--- src/hdl/exc_pkg.sv ---
// constants, layouts and carriers for the exception entry unit
package exc_pkg;

  // -------------------------------------------------------------------
  // bus and register map (indices; byte address is four times)
  // -------------------------------------------------------------------
  localparam int unsigned WB_ADR_W = 18;
  localparam logic [15:0] IDX_SYSTEM_CONTROL = 16'hFFF2;
  localparam logic [15:0] IDX_SENSE_SELECT   = 16'hFFF4;
  localparam logic [15:0] IDX_REQUEST_ENABLE = 16'hFFF5;
  localparam logic [15:0] IDX_REQUEST_FLAGS  = 16'hFFF6;
  localparam logic [15:0] IDX_PRIORITY_A     = 16'hFFF8;
  localparam logic [15:0] IDX_PRIORITY_B     = 16'hFFF9;

  localparam logic [7:0] RST_SYSTEM_CONTROL = 8'h0B;
  localparam logic [7:0] RST_REG_ZERO       = 8'h00;
  localparam logic [7:0] FLAGS_USED_MASK    = 8'h33;

  localparam int unsigned USER_BIT_SELECT_POS  = 3;
  localparam int unsigned NONMASK_EDGE_SEL_POS = 2;

  // -------------------------------------------------------------------
  // vectors and sources
  // -------------------------------------------------------------------
  localparam int unsigned VEC_W   = 6;
  localparam int unsigned VEC_NUM = 64;
  localparam int unsigned ADR_W   = 24;
  localparam logic [5:0] VEC_RESET = 6'h00;
  localparam logic [5:0] VEC_NMI   = 6'h07;
  localparam logic [5:0] VEC_TRAP0 = 6'h08;
  localparam int unsigned VEC_INT0 = 20;
  localparam int unsigned INT_SRC  = 25;
  localparam int unsigned EXT_NUM  = 4;
  // lines 0, 1, 4, 5: vector, flag bit, level bit in priority_level_a
  localparam logic [5:0]  EXT_VEC [EXT_NUM] = '{6'h0C, 6'h0D, 6'h10, 6'h11};
  localparam int unsigned EXT_POS [EXT_NUM] = '{0, 1, 4, 5};
  localparam int unsigned EXT_PRI [EXT_NUM] = '{7, 6, 4, 4};

  // -------------------------------------------------------------------
  // timing
  // -------------------------------------------------------------------
  localparam int unsigned CLK_HZ            = 25_000_000;
  localparam int unsigned RUN_RESET_MIN_CYC = 10;
  localparam logic [3:0]  WDT_RESET_CYC     = 4'(RUN_RESET_MIN_CYC);

  // -------------------------------------------------------------------
  // core carriers
  // -------------------------------------------------------------------
  typedef struct packed {
    logic             insn_done;
    logic             trap_exec;
    logic [1:0]       trap_num;
    logic             entry_ack;
    logic             flag_i;
    logic             flag_ui;
    logic [ADR_W-1:0] stack_ptr;
  } core_to_exc_s;

  typedef struct packed {
    logic             hold_core;
    logic             periph_reset;
    logic             entry_req;
    logic [VEC_W-1:0] vector_num;
    logic [ADR_W-1:0] vector_addr;
    logic             push_frame;
    logic             set_i;
    logic             set_ui;
    logic [ADR_W-1:0] frame_addr;
  } exc_to_core_s;

endpackage

--- src/hdl/lowest_pick.sv ---
// finds the lowest set bit of a request vector
`timescale 1ns/1ps
module lowest_pick #(
  parameter int unsigned WIDTH = 64
) (
  input  wire logic [WIDTH-1:0]         req,
  output logic                          found,
  output logic [$clog2(WIDTH)-1:0]      idx
);

  always_comb begin
    found = 1'b0;
    idx   = '0;
    for (int i = WIDTH - 1; i >= 0; i--) begin
      if (req[i]) begin
        found = 1'b1;
        idx   = ($clog2(WIDTH))'(i);
      end
    end
  end

endmodule

--- src/hdl/pin_sync_edge.sv ---
// two-stage pin synchroniser with edge detection
`timescale 1ns/1ps
module pin_sync_edge #(
  parameter int unsigned      WIDTH = 1,
  parameter logic [WIDTH-1:0] IDLE  = '1
) (
  input  wire logic             ref_clk,
  input  wire logic             rstn,
  input  wire logic [WIDTH-1:0] pin_in,
  output logic      [WIDTH-1:0] level,
  output logic      [WIDTH-1:0] rise,
  output logic      [WIDTH-1:0] fall
);

  typedef struct packed {
    logic [WIDTH-1:0] s1;
    logic [WIDTH-1:0] s2;
    logic [WIDTH-1:0] s3;
  } sync_s;

  sync_s s;
  sync_s next_s;

  always_comb begin
    next_s    = s;
    next_s.s1 = pin_in;
    next_s.s2 = s.s1;
    next_s.s3 = s.s2;
  end

  always_ff @(posedge ref_clk) begin
    if (!rstn) begin
      s <= '{s1: IDLE, s2: IDLE, s3: IDLE};
    end else begin
      s <= next_s;
    end
  end

  assign level = s.s2;
  assign rise  = s.s2 & ~s.s3;
  assign fall  = ~s.s2 & s.s3;

endmodule

--- src/hdl/reset_trap_interrupt_entry.sv ---
// reset, trap and interrupt entry unit with its register file
//
// Decided for this implementation: the Wishbone slave port.
`timescale 1ns/1ps
module reset_trap_interrupt_entry (
  input  wire logic                          ref_clk,
  input  wire logic                          rstn,
  input  wire logic                          chip_init_pin_n,
  input  wire logic                          nmi_pin,
  input  wire logic                          ext_line_0,
  input  wire logic                          ext_line_1,
  input  wire logic                          ext_line_4,
  input  wire logic                          ext_line_5,
  input  wire logic [exc_pkg::INT_SRC-1:0]   periph_req,
  input  wire logic                          wdt_overflow,
  input  wire exc_pkg::core_to_exc_s         core_in,
  output exc_pkg::exc_to_core_s              core_out,
  input  wire logic [exc_pkg::WB_ADR_W-1:0]  adr_i,
  input  wire logic [31:0]                   dat_i,
  input  wire logic [3:0]                    sel_i,
  input  wire logic                          we_i,
  input  wire logic                          cyc_i,
  input  wire logic                          stb_i,
  output logic [31:0]                        dat_o,
  output logic                               ack_o
);

  typedef enum logic [2:0] {
    ST_RESET,
    ST_VEC_FETCH,
    ST_FIRST_INSN,
    ST_RUN,
    ST_ENTRY
  } state_e;

  typedef struct packed {
    state_e                st;
    logic [3:0]            wdt_cnt;
    logic                  ack;
    logic [7:0]            rdata;
    logic [7:0]            system_control;
    logic [7:0]            ext_request_sense_select;
    logic [7:0]            ext_request_enable;
    logic [7:0]            ext_request_flags;
    logic [7:0]            priority_level_a;
    logic [7:0]            priority_level_b;
    logic                  nmi_pend;
    exc_pkg::exc_to_core_s out;
  } state_s;

  localparam state_s S_INIT = '{
    st:      ST_RESET,
    system_control:   exc_pkg::RST_SYSTEM_CONTROL,
    ext_request_sense_select:    exc_pkg::RST_REG_ZERO,
    ext_request_enable:     exc_pkg::RST_REG_ZERO,
    ext_request_flags:     exc_pkg::RST_REG_ZERO,
    priority_level_a:    exc_pkg::RST_REG_ZERO,
    priority_level_b:    exc_pkg::RST_REG_ZERO,
    out:     '{hold_core: 1'b1, periph_reset: 1'b1, default: '0},
    default: '0
  };

  state_s s;
  state_s next_s;

  // -------------------------------------------------------------------
  // helpers
  // -------------------------------------------------------------------
  function automatic logic [exc_pkg::ADR_W-1:0] even_addr(
    input logic [exc_pkg::ADR_W-1:0] a
  );
    even_addr = {a[exc_pkg::ADR_W-1:1], 1'b0};
  endfunction

  function automatic exc_pkg::exc_to_core_s make_entry(
    input logic [5:0]                vec,
    input logic                      push,
    input logic                      ui,
    input logic [exc_pkg::ADR_W-1:0] sp
  );
    exc_pkg::exc_to_core_s e;
    e              = '0;
    e.entry_req    = 1'b1;
    e.vector_num   = vec;
    // advanced mode: four bytes per vector entry
    e.vector_addr  = even_addr({16'h0000, vec, 2'b00});
    e.push_frame   = push;
    e.set_i        = 1'b1;
    e.set_ui       = ui;
    e.frame_addr   = even_addr(sp);
    make_entry     = e;
  endfunction

  // module groups of internal sources and their level bits
  function automatic logic int_level(
    input int unsigned k,
    input logic [7:0]  pa,
    input logic [7:0]  pb
  );
    if (k == 0) begin
      int_level = pa[3];
    end else if (k <= 3) begin
      int_level = pa[2];
    end else if (k <= 6) begin
      int_level = pa[1];
    end else if (k <= 9) begin
      int_level = pa[0];
    end else if (k <= 12) begin
      int_level = pb[7];
    end else if (k <= 15) begin
      int_level = pb[6];
    end else if (k <= 19) begin
      int_level = pb[3];
    end else if (k <= 23) begin
      int_level = pb[2];
    end else begin
      int_level = pb[1];
    end
  endfunction

  // -------------------------------------------------------------------
  // pins
  // -------------------------------------------------------------------
  logic [5:0] pin_lvl;
  logic [5:0] pin_rise;
  logic [5:0] pin_fall;

  pin_sync_edge #(
    .WIDTH (6),
    .IDLE  (6'h1F)
  ) u_pins (
    .ref_clk (ref_clk),
    .rstn    (rstn),
    .pin_in  ({chip_init_pin_n, nmi_pin, ext_line_5, ext_line_4,
               ext_line_1, ext_line_0}),
    .level   (pin_lvl),
    .rise    (pin_rise),
    .fall    (pin_fall)
  );

  logic held;
  logic ue;
  logic nmi_edge;

  // init pin low, or a watchdog reset still running
  assign held = ~pin_lvl[5] | (s.wdt_cnt != 4'h0) | wdt_overflow;
  assign ue   = s.system_control[exc_pkg::USER_BIT_SELECT_POS];
  assign nmi_edge = s.system_control[exc_pkg::NONMASK_EDGE_SEL_POS] ?
                    pin_rise[4] : pin_fall[4];

  // -------------------------------------------------------------------
  // request arbitration
  // -------------------------------------------------------------------
  logic [exc_pkg::VEC_NUM-1:0] req_all;
  logic [exc_pkg::VEC_NUM-1:0] lvl1;
  logic [exc_pkg::VEC_NUM-1:0] req_hi;
  logic [exc_pkg::VEC_NUM-1:0] req_lo;
  logic                        allow_hi;
  logic                        allow_lo;
  logic                        hi_found;
  logic                        lo_found;
  logic [5:0]                  hi_idx;
  logic [5:0]                  lo_idx;
  logic                        take;
  logic [5:0]                  take_vec;

  always_comb begin
    req_all = '0;
    lvl1    = '0;
    for (int j = 0; j < exc_pkg::EXT_NUM; j++) begin
      req_all[exc_pkg::EXT_VEC[j]] = s.ext_request_flags[exc_pkg::EXT_POS[j]] &
                                     s.ext_request_enable[exc_pkg::EXT_POS[j]];
      lvl1[exc_pkg::EXT_VEC[j]]    = s.priority_level_a[exc_pkg::EXT_PRI[j]];
    end
    for (int k = 0; k < exc_pkg::INT_SRC; k++) begin
      req_all[exc_pkg::VEC_INT0 + k] = periph_req[k];
      lvl1[exc_pkg::VEC_INT0 + k]    = int_level(k, s.priority_level_a, s.priority_level_b);
    end
  end

  // user bit plain when select is 1, extra mask when 0
  assign allow_lo = ~core_in.flag_i;
  assign allow_hi = ~core_in.flag_i | (~ue & ~core_in.flag_ui);
  assign req_hi   = req_all & lvl1 & {exc_pkg::VEC_NUM{allow_hi}};
  assign req_lo   = req_all & ~lvl1 & {exc_pkg::VEC_NUM{allow_lo}};

  lowest_pick #(
    .WIDTH (exc_pkg::VEC_NUM)
  ) u_pick_hi (
    .req   (req_hi),
    .found (hi_found),
    .idx   (hi_idx)
  );

  lowest_pick #(
    .WIDTH (exc_pkg::VEC_NUM)
  ) u_pick_lo (
    .req   (req_lo),
    .found (lo_found),
    .idx   (lo_idx)
  );

  // nonmaskable first, then level 1, then level 0, lowest vector first
  always_comb begin
    take     = s.nmi_pend | hi_found | lo_found;
    take_vec = s.nmi_pend ? exc_pkg::VEC_NMI :
               hi_found   ? hi_idx : lo_idx;
  end

  // -------------------------------------------------------------------
  // register file, flags and entry sequencer
  // -------------------------------------------------------------------
  logic        bus_req;
  logic        bus_wr;
  logic [15:0] bus_idx;
  logic [7:0]  wbyte;
  logic [7:0]  rd_val;

  assign bus_req = cyc_i & stb_i & ~s.ack;
  assign bus_wr  = bus_req & we_i & sel_i[0];
  assign bus_idx = adr_i[exc_pkg::WB_ADR_W-1:2];
  assign wbyte   = dat_i[7:0];

  always_comb begin
    unique case (bus_idx)
      exc_pkg::IDX_SYSTEM_CONTROL: rd_val = s.system_control;
      exc_pkg::IDX_SENSE_SELECT:   rd_val = s.ext_request_sense_select;
      exc_pkg::IDX_REQUEST_ENABLE: rd_val = s.ext_request_enable;
      exc_pkg::IDX_REQUEST_FLAGS:  rd_val = s.ext_request_flags;
      exc_pkg::IDX_PRIORITY_A:     rd_val = s.priority_level_a;
      exc_pkg::IDX_PRIORITY_B:     rd_val = s.priority_level_b;
      default:                     rd_val = 8'h00;
    endcase
  end

  always_comb begin
    next_s     = s;
    next_s.ack = bus_req;
    if (bus_req && !we_i) begin
      next_s.rdata = rd_val;
    end
    if (wdt_overflow) begin
      next_s.wdt_cnt = exc_pkg::WDT_RESET_CYC;
    end else if (s.wdt_cnt != 4'h0) begin
      next_s.wdt_cnt = s.wdt_cnt - 4'h1;
    end

    if (bus_wr) begin
      unique case (bus_idx)
        exc_pkg::IDX_SYSTEM_CONTROL: next_s.system_control = wbyte;
        exc_pkg::IDX_SENSE_SELECT:   next_s.ext_request_sense_select  = wbyte;
        exc_pkg::IDX_REQUEST_ENABLE: next_s.ext_request_enable   = wbyte;
        exc_pkg::IDX_REQUEST_FLAGS:  next_s.ext_request_flags   = s.ext_request_flags & wbyte;
        exc_pkg::IDX_PRIORITY_A:     next_s.priority_level_a  = wbyte;
        exc_pkg::IDX_PRIORITY_B:     next_s.priority_level_b  = wbyte;
        default:                     next_s.priority_level_b  = s.priority_level_b;
      endcase
    end

    unique case (s.st)
      ST_RESET: begin
        // only reached once held has dropped: the release edge
        next_s.out = make_entry(exc_pkg::VEC_RESET, 1'b0, 1'b0,
                                core_in.stack_ptr);
        next_s.st  = ST_VEC_FETCH;
      end
      ST_VEC_FETCH: begin
        if (core_in.entry_ack) begin
          next_s.out.entry_req = 1'b0;
          next_s.st            = ST_FIRST_INSN;
        end
      end
      ST_FIRST_INSN, ST_RUN: begin
        if (core_in.trap_exec) begin
          next_s.out = make_entry(exc_pkg::VEC_TRAP0 +
                                  {4'h0, core_in.trap_num}, 1'b1, ~ue,
                                  core_in.stack_ptr);
          next_s.st  = ST_ENTRY;
        end else if (core_in.insn_done && s.st == ST_FIRST_INSN) begin
          next_s.st = ST_RUN;
        end else if (core_in.insn_done && take) begin
          next_s.out = make_entry(take_vec, 1'b1, ~ue,
                                  core_in.stack_ptr);
          next_s.st  = ST_ENTRY;
          if (take_vec == exc_pkg::VEC_NMI) begin
            next_s.nmi_pend = 1'b0;
          end
          for (int j = 0; j < exc_pkg::EXT_NUM; j++) begin
            if (take_vec == exc_pkg::EXT_VEC[j]) begin
              next_s.ext_request_flags[exc_pkg::EXT_POS[j]] = 1'b0;
            end
          end
        end
      end
      ST_ENTRY: begin
        if (core_in.entry_ack) begin
          next_s.out.entry_req = 1'b0;
          next_s.st            = ST_RUN;
        end
      end
      default: begin
        next_s.st = ST_RESET;
      end
    endcase

    // set wins over software and acceptance clears
    for (int j = 0; j < exc_pkg::EXT_NUM; j++) begin
      if (s.ext_request_sense_select[exc_pkg::EXT_POS[j]] ? pin_fall[j] : ~pin_lvl[j]) begin
        next_s.ext_request_flags[exc_pkg::EXT_POS[j]] = 1'b1;
      end
    end
    next_s.ext_request_flags = next_s.ext_request_flags & exc_pkg::FLAGS_USED_MASK;
    if (nmi_edge) begin
      next_s.nmi_pend = 1'b1;
    end

    if (held) begin
      next_s         = S_INIT;
      next_s.wdt_cnt = wdt_overflow ? exc_pkg::WDT_RESET_CYC :
                       (s.wdt_cnt != 4'h0) ? s.wdt_cnt - 4'h1 : 4'h0;
      next_s.ack     = bus_req;
    end
  end

  always_ff @(posedge ref_clk) begin
    if (!rstn) begin
      s <= S_INIT;
    end else begin
      s <= next_s;
    end
  end

  assign core_out = s.out;
  assign ack_o    = s.ack;
  assign dat_o    = {24'h000000, s.rdata};

  // -------------------------------------------------------------------
  // assertions
  // -------------------------------------------------------------------
  property p_hold_in_reset;
    @(posedge ref_clk) disable iff (!rstn)
    !pin_lvl[5] |=> core_out.hold_core && !core_out.entry_req;
  endproperty
  a_hold_in_reset: assert property (p_hold_in_reset)
    else $error("core not held while init pin low");

  property p_start_on_release;
    @(posedge ref_clk) disable iff (!rstn)
    s.st == ST_RESET && !held |=> core_out.entry_req &&
      core_out.vector_num == exc_pkg::VEC_RESET &&
      core_out.vector_addr == 24'h000000 && !core_out.hold_core;
  endproperty
  a_start_on_release: assert property (p_start_on_release)
    else $error("reset vector fetch not started on release");

  property p_wdt_reset;
    @(posedge ref_clk) disable iff (!rstn)
    wdt_overflow |=> core_out.hold_core [*8];
  endproperty
  a_wdt_reset: assert property (p_wdt_reset)
    else $error("watchdog overflow did not hold reset");

  property p_reset_entry_mask;
    @(posedge ref_clk) disable iff (!rstn)
    $rose(core_out.entry_req) && s.st == ST_VEC_FETCH |->
      core_out.set_i && !core_out.push_frame && s.system_control == 8'h0B;
  endproperty
  a_reset_entry_mask: assert property (p_reset_entry_mask)
    else $error("reset entry without mask set or defaults");

  property p_first_insn_guard;
    @(posedge ref_clk) disable iff (!rstn)
    s.st == ST_FIRST_INSN && !core_in.trap_exec && !held |=>
      !core_out.entry_req;
  endproperty
  a_first_insn_guard: assert property (p_first_insn_guard)
    else $error("interrupt entered before first instruction");

  property p_nmi_first;
    @(posedge ref_clk) disable iff (!rstn)
    s.st == ST_RUN && core_in.insn_done && !core_in.trap_exec &&
      s.nmi_pend && !held |=> core_out.entry_req &&
      core_out.vector_num == exc_pkg::VEC_NMI && core_out.push_frame;
  endproperty
  a_nmi_first: assert property (p_nmi_first)
    else $error("pending nonmaskable request not taken");

  property p_mask_all;
    @(posedge ref_clk) disable iff (!rstn)
    s.st == ST_RUN && core_in.insn_done && !core_in.trap_exec &&
      !s.nmi_pend && core_in.flag_i && (ue || core_in.flag_ui) |=>
      s.st != ST_ENTRY;
  endproperty
  a_mask_all: assert property (p_mask_all)
    else $error("masked interrupt accepted");

  property p_level_order;
    @(posedge ref_clk) disable iff (!rstn)
    s.st == ST_RUN && core_in.insn_done && !core_in.trap_exec &&
      !s.nmi_pend && hi_found && !held |=>
      core_out.vector_num == $past(hi_idx);
  endproperty
  a_level_order: assert property (p_level_order)
    else $error("high level request lost arbitration");

  property p_trap_vector;
    @(posedge ref_clk) disable iff (!rstn)
    (s.st == ST_RUN || s.st == ST_FIRST_INSN) && core_in.trap_exec &&
      !held |=> core_out.entry_req && core_out.set_i &&
      core_out.set_ui == !ue && core_out.vector_addr[1:0] == 2'b00 &&
      core_out.vector_num == 6'(8 + $past(core_in.trap_num));
  endproperty
  a_trap_vector: assert property (p_trap_vector)
    else $error("trap entry vector or mask wrong");

endmodule

--- config.mk ---
export PLATFORM = sky130hd
export DESIGN_NAME = reset_trap_interrupt_entry
export DESIGN_NICKNAME = d
export VERILOG_FILES = /design/src/hdl/exc_pkg.sv /design/src/hdl/lowest_pick.sv /design/src/hdl/pin_sync_edge.sv /design/src/hdl/reset_trap_interrupt_entry.sv
export SDC_FILE = /design/constraint.sdc
export NUM_CORES = 1
export LEC_CHECK = 0
export BUFFER_PORTS_ARGS = -buffer_cell sky130_fd_sc_hd__buf_2
export CAP_MARGIN = 5
export CORE_AREA = 2 2 159 99
export DETAILED_ROUTE_END_ITERATION = 10
export DIE_AREA = 0 0 161 101
export PLACE_DENSITY_LB_ADDON = 0.25
export SLEW_MARGIN = 15
export SYNTH_ARGS = -nofsm -noshare
export SYNTH_HDL_FRONTEND = slang
export SYNTH_HIERARCHICAL = 1
export SYNTH_SLANG_ARGS = --single-unit
--- constraint.sdc ---
create_clock -name ref_clk -period 4.1 [get_ports ref_clk]
set_input_delay 0.41 -clock ref_clk [delete_from_list [all_inputs] [get_ports ref_clk]]
set_output_delay 0.41 -clock ref_clk [all_outputs]
set_load 0.01 [all_outputs]
==> results.md, run 1 <==
* Vias/cell at 5.18
* Mean area per synthesized cell at 7.42 um2
* Count of final hold-check violations at 0
* Hold endpoint: u_pins/next_s[7]
* Placeable Area at 0.0149 mm2
* Clock root buffer master: clkbuf_16
* Critical register-to-register path startpoint: s[104]
* Dpl cell area at 0.00885 mm2
* CTS tree: done
* Setup violators final at 0
* Final Non-Filler Cells at 1542
* WL/cell at 14.1 um
* Final Instance Area at 0.00919 mm2
* Die X at 161 um
* First-pass GRT wire length at 34.6 mm
* Leakage at 4.01 nW
* Worst Path Arrival at 3.92 ns
* # rows at 35
* Peak supply drop at 0.242 mV
* Placed cell count at 1526
* Area delta synth->final at 19.1%
* Hold-fix buffers, CTS at 0
* Routed wire length at 21.7 mm
* Total iterations of the first detailed-routing run at 6
* Die area at 0.0163 mm2
* CP Capture Type: flop
* Clk buf depth at 2
* R2r endpoint: core_out[54]
* Status: finished, final reports clean
* Clock transition at path regs at 0.09 ns
* Vias at 7986
* Worst hold path startpoint: ext_line_1
* Num CTS Buffers at 9
* Fin nets at 1458
* Min-Delay Path Class: primary input to flop
* Post-Route Setup TNS at 0 ns
* Ant. Diodes at 0
* Synth warnings at 6
* CP Class: flop to flop
* Period utilization at 0.884
* Cts repair resizes at 0
* DR iter-0 viols at 747
* Max cap viols at 0
* Initial antenna violation count at 0
* Total gr overflow at 0
* Minimum setup slack among reg-to-reg paths at 0.47 ns
* PD cells at 262 mW/mm2
* Slew @ Worst Pin at 1.16 ns
* Later-pin clock latency in the skew report at 0.36 ns
* DP Worst Slack at 0.0834 ns
* Gpl congestion at 0.957
* Initial core utilization at 0.518
* Crit path max fanout at 31
* Critical Path Start Type: flop
* Clock Sinks at 112
* FMAX at 276 MHz
* Tmin final at 3.63 ns
* Pin count of the biggest net entering global routing at 77
* Vias in the first global route at 6928
* H-tree levels at 3
* Fillers at 1420
* R2R cell count at 11
* Synthesized cell area at 0.00772 mm2
* CP required at 4.40 ns
* Ports at 215
* Final worst setup slack at 0.475 ns
* Post-CTS setup buffer count at 0
* Slew Viols, Final at 0
* RSZ-0062 raised after global routing: false
* Slew margin rel. at 0.220
* Clk_skew at 0.0153 ns
* Die Span Y at 101 um
* Tot GR Track Use at 0.263
* Detailed placement HPWL at 16.8 mm
* Share of layout cells above drive strength 1 at 0.147
* DRC viols at 0
* Routed Antenna Nets at 0
* Hold depth at 2
* Port Buf Inserts at 141
* Cells after Synth at 1040
[flip-flops by register name (all words and copies together), names as in the netlist]
register       cells
core_out          34
dat_o              8
ack_o              1
u_pins/level       6
s                 40
lvl1              12
u_pins/s           5
u_pins/next_s      6
[worst max-delay path, stage by stage, from the launching register on]
cell and delay (ns):
dfxtp_1 0.42, o21ai_2 0.24, and3_1 0.29, or4_4 0.55, or2_1 0.31, nor3_1 0.20
nand2_1 0.22, o311ai_1 0.54, a211o_1 0.20, buf_4 0.30, a22oi_1 0.15, nor2_1 0.12
[where the power goes]
part           internal (mW)  total, mW  switching, mW  leakage, nW
Combinational          0.119      0.321          0.202         2.94
Sequential              1.10       1.11        0.00776        0.907
Clock                  0.461      0.979          0.518        0.161
Total                   1.68       2.41          0.728         4.01
[stage by stage]
step | total power [mW] | util | hold slack, ns
finish | 2.41 | 0.617 | 0.218
global route | 2.50 | 0.617 | 0.209
CTS | 2.40 | 0.617 | 0.210
detailed placement | 1.44 | 0.595 | 0.396
global placement | 1.43 | 0.595 | 0.395
floorplan | 1.37 | - | 0.386
[routing by layer]
| layer | wire, um | track usage | vias up |
|---|---|---|---|
| met5 | 0 | 0 | - |
| met2 | 9050 | 0.391 | 312 |
| met1 | 10500 | 0.392 | 3617 |
| met4 | 246 | 0.0604 | 0 |
| met3 | 1910 | 0.0518 | 21 |
| li1 | - | - | 4036 |
[how the worst max path moves through the flow]
stage	startpoint	endpoint	slack [ns]	depth (start not counted)
floorplan	core_in[25]	s[78]	0.88	12
global placement	core_in[24]	s[82]	0.16	14
detailed placement	core_in[24]	s[82]	0.08	14
CTS	s[104]	core_out[55]	0.27	11
global route	s[104]	core_out[54]	0.22	11
finish	s[104]	core_out[54]	0.47	11
[cell type report]
type / count / area [um2] / share of cell area
timing repair buffer: 150 / 773 / 0.0841
clock buffer: 9 / 225 / 0.0245
clock inverter: 7 / 108 / 0.0117
sequential: 112 / 2240 / 0.244
multi-input combinational: 1030 / 5470 / 0.595
tap: 203 / 254 / 0.0276
inverter: 31 / 116 / 0.0127
[layout by cell type (no fill, tap or decap), types with 13 or more instances in the layout]
| master | n |
|---|---|
| nor2_1 | 84 |
| nand2b_1 | 16 |
| and3_1 | 29 |
| and2_1 | 26 |
| a21oi_1 | 110 |
| nor4_1 | 36 |
| mux2i_1 | 13 |
| nand2_1 | 79 |
| nand3_1 | 60 |
| inv_1 | 31 |
| o21ai_1 | 14 |
| dfxtp_1 | 112 |
| nor2b_1 | 16 |
| conb_1 | 271 |
| buf_2 | 141 |
| nor3_1 | 31 |
| o21ai_0 | 56 |
| nand4_1 | 13 |
No activity file was read; power rests on OpenSTA's default activity.
==> run 2, diff against run 1 <==
--- a/config.mk
+++ b/config.mk
@@ -10,7 +10,7 @@
 export CORE_AREA = 2 2 159 99
 export DETAILED_ROUTE_END_ITERATION = 10
 export DIE_AREA = 0 0 161 101
-export PLACE_DENSITY_LB_ADDON = 0.25
+export PLACE_DENSITY_LB_ADDON = 0.12
 export SLEW_MARGIN = 15
 export SYNTH_ARGS = -nofsm -noshare
 export SYNTH_HDL_FRONTEND = slang
==> results.md, run 2 (synthesized netlist as in run 1, its figures left out) <==
* Die area at 0.0163 mm2
* Vias in the first global route at 6710
* CP Capture Type: flop
* DR iter-0 viols at 776
* Cts repair resizes at 0
* Post-Route Setup TNS at 0 ns
* Worst hold path startpoint: ext_line_4
* CP startpoint: s[104]
* Min-Delay Path Class: primary input to flop
* Fin nets at 1457
* FMAX at 267 MHz
* Final Instance Area at 0.00920 mm2
* Slew Viols, Final at 0
* Critical-path top delay cell: or4_4
* Buf+Inv Stages, Crit Path at 2
* Initial antenna violation count at 0
* Final Non-Filler Cells at 1541
* Peak supply drop at 0.203 mV
* H-tree levels at 3
* Clock root buffer master: clkbuf_16
* Later-pin clock latency in the skew report at 0.37 ns
* Most common cell after layout, fill and taps aside: conb_1
* Tot GR Track Use at 0.261
* Ports at 215
* Minimum setup slack among reg-to-reg paths at 0.36 ns
* Port Buf Inserts at 141
* Slew @ Worst Pin at 1.09 ns
* Hold-fix buffers, CTS at 0
* Gpl congestion at 0.923
* Tmin final at 3.74 ns
* Total gr overflow at 0
* Initial core utilization at 0.518
* WL/cell at 13.9 um
* First-pass GRT wire length at 34.2 mm
* Dpl cell area at 0.00887 mm2
* Slew margin rel. at 0.270
* Vias at 7978
* Clk buf depth at 2
* CTS tree: done
* Num CTS Buffers at 9
* Routed Antenna Nets at 0
* Worst path cell trace: o21ai_1, buf_12, and3_1, or4_4, or2_1, nor3_1, nand2_1, buf_4, nor3b_1, o211ai_1, nor4_1, o22ai_1
* Placeable Area at 0.0149 mm2
* Vias/cell at 5.18
* Worst Path Arrival at 3.96 ns
* Share of layout cells above drive strength 1 at 0.146
* Ant. Diodes at 0
* CP required at 4.32 ns
* Die Span Y at 101 um
* Max FFs per register at 40
* Max cap viols at 0
* Clock transition at path regs at 0.09 ns
* Die X at 161 um
* Fillers at 1452
* CP Class: flop to flop
* RSZ-0062 raised after global routing: false
* Leakage at 4.01 nW
* Setup violators final at 0
* Detailed placement HPWL at 16.5 mm
* DRC viols at 0
* Period utilization at 0.913
* Crit path max fanout at 26
* Status: finished, final reports clean
* CP delay by family, top: simple AND/OR/NAND/NOR gates
* Critical register-to-register path startpoint: s[104]
* Total iterations of the first detailed-routing run at 5
* Post-CTS setup buffer count at 0
* Leading cell types in the layout, fill and taps excluded: conb_1, buf_2, dfxtp_1
* Critical Path Start Type: flop
* Placed cell count at 1525
* Largest Register: s
* Pin count of the biggest net entering global routing at 77
* PD cells at 260 mW/mm2
* Routed wire length at 21.5 mm
* Clock Sinks at 112
* Max incr delay on CP at 0.56 ns
* # rows at 35
* Clk_skew at 0.0201 ns
* Count of final hold-check violations at 0
* Area delta synth->final at 19.1%
## run 2: routing by layer
layer	GRT usage	vias up	share of wire
met5	0	-	0
met4	0.0433	0	0.0069
met3	0.0617	16	0.096
met2	0.383	354	0.41
met1	0.390	3571	0.49
li1	-	4037	-
## run 2: worst reg2reg max path, cell delays in order, from the launching register on
cell and delay (ns):
dfxtp_1 0.42, o21ai_1 0.17, buf_12 0.19, and3_1 0.21
or4_4 0.56, or2_1 0.29, nor3_1 0.20, nand2_1 0.22
buf_4 0.23, nor3b_1 0.37, o211ai_1 0.17, nor4_1 0.43
o22ai_1 0.15
## run 2: power breakdown
group | leakage [nW] | internal, mW | switching, mW
registers | 0.907 | 1.10 | 0.00777
logic | 2.94 | 0.119 | 0.201
clock network | 0.160 | 0.460 | 0.503
## run 2: through the flow
stage | worst slack, ns | total power, mW | utilization | hold WS, ns
after floorplan | 0.885 | 1.37 | - | 0.386
after global routing | 0.0405 | 2.49 | 0.618 | 0.216
after global placement | 0.312 | 1.44 | 0.596 | 0.395
after detailed placement | 0.265 | 1.44 | 0.596 | 0.397
final | 0.358 | 2.39 | 0.618 | 0.211
after CTS | 0.371 | 2.39 | 0.618 | 0.210
## run 2: layout make-up
class,instances,area (um2),share of cell area
clock buffer,9,225,0.0245
clock inverter,7,103,0.0112
tap,203,254,0.0276
inverter,31,116,0.0127
sequential,112,2240,0.244
multi-input combinational,1030,5480,0.596
timing repair buffer,149,778,0.0846
## run 2: worst paths after layout
check                     end  depth (start not counted)
max reg2reg             s[81]                         12
min reg2reg   u_pins/level[4]                          1
max                     s[81]                         12
min          u_pins/next_s[8]                          2
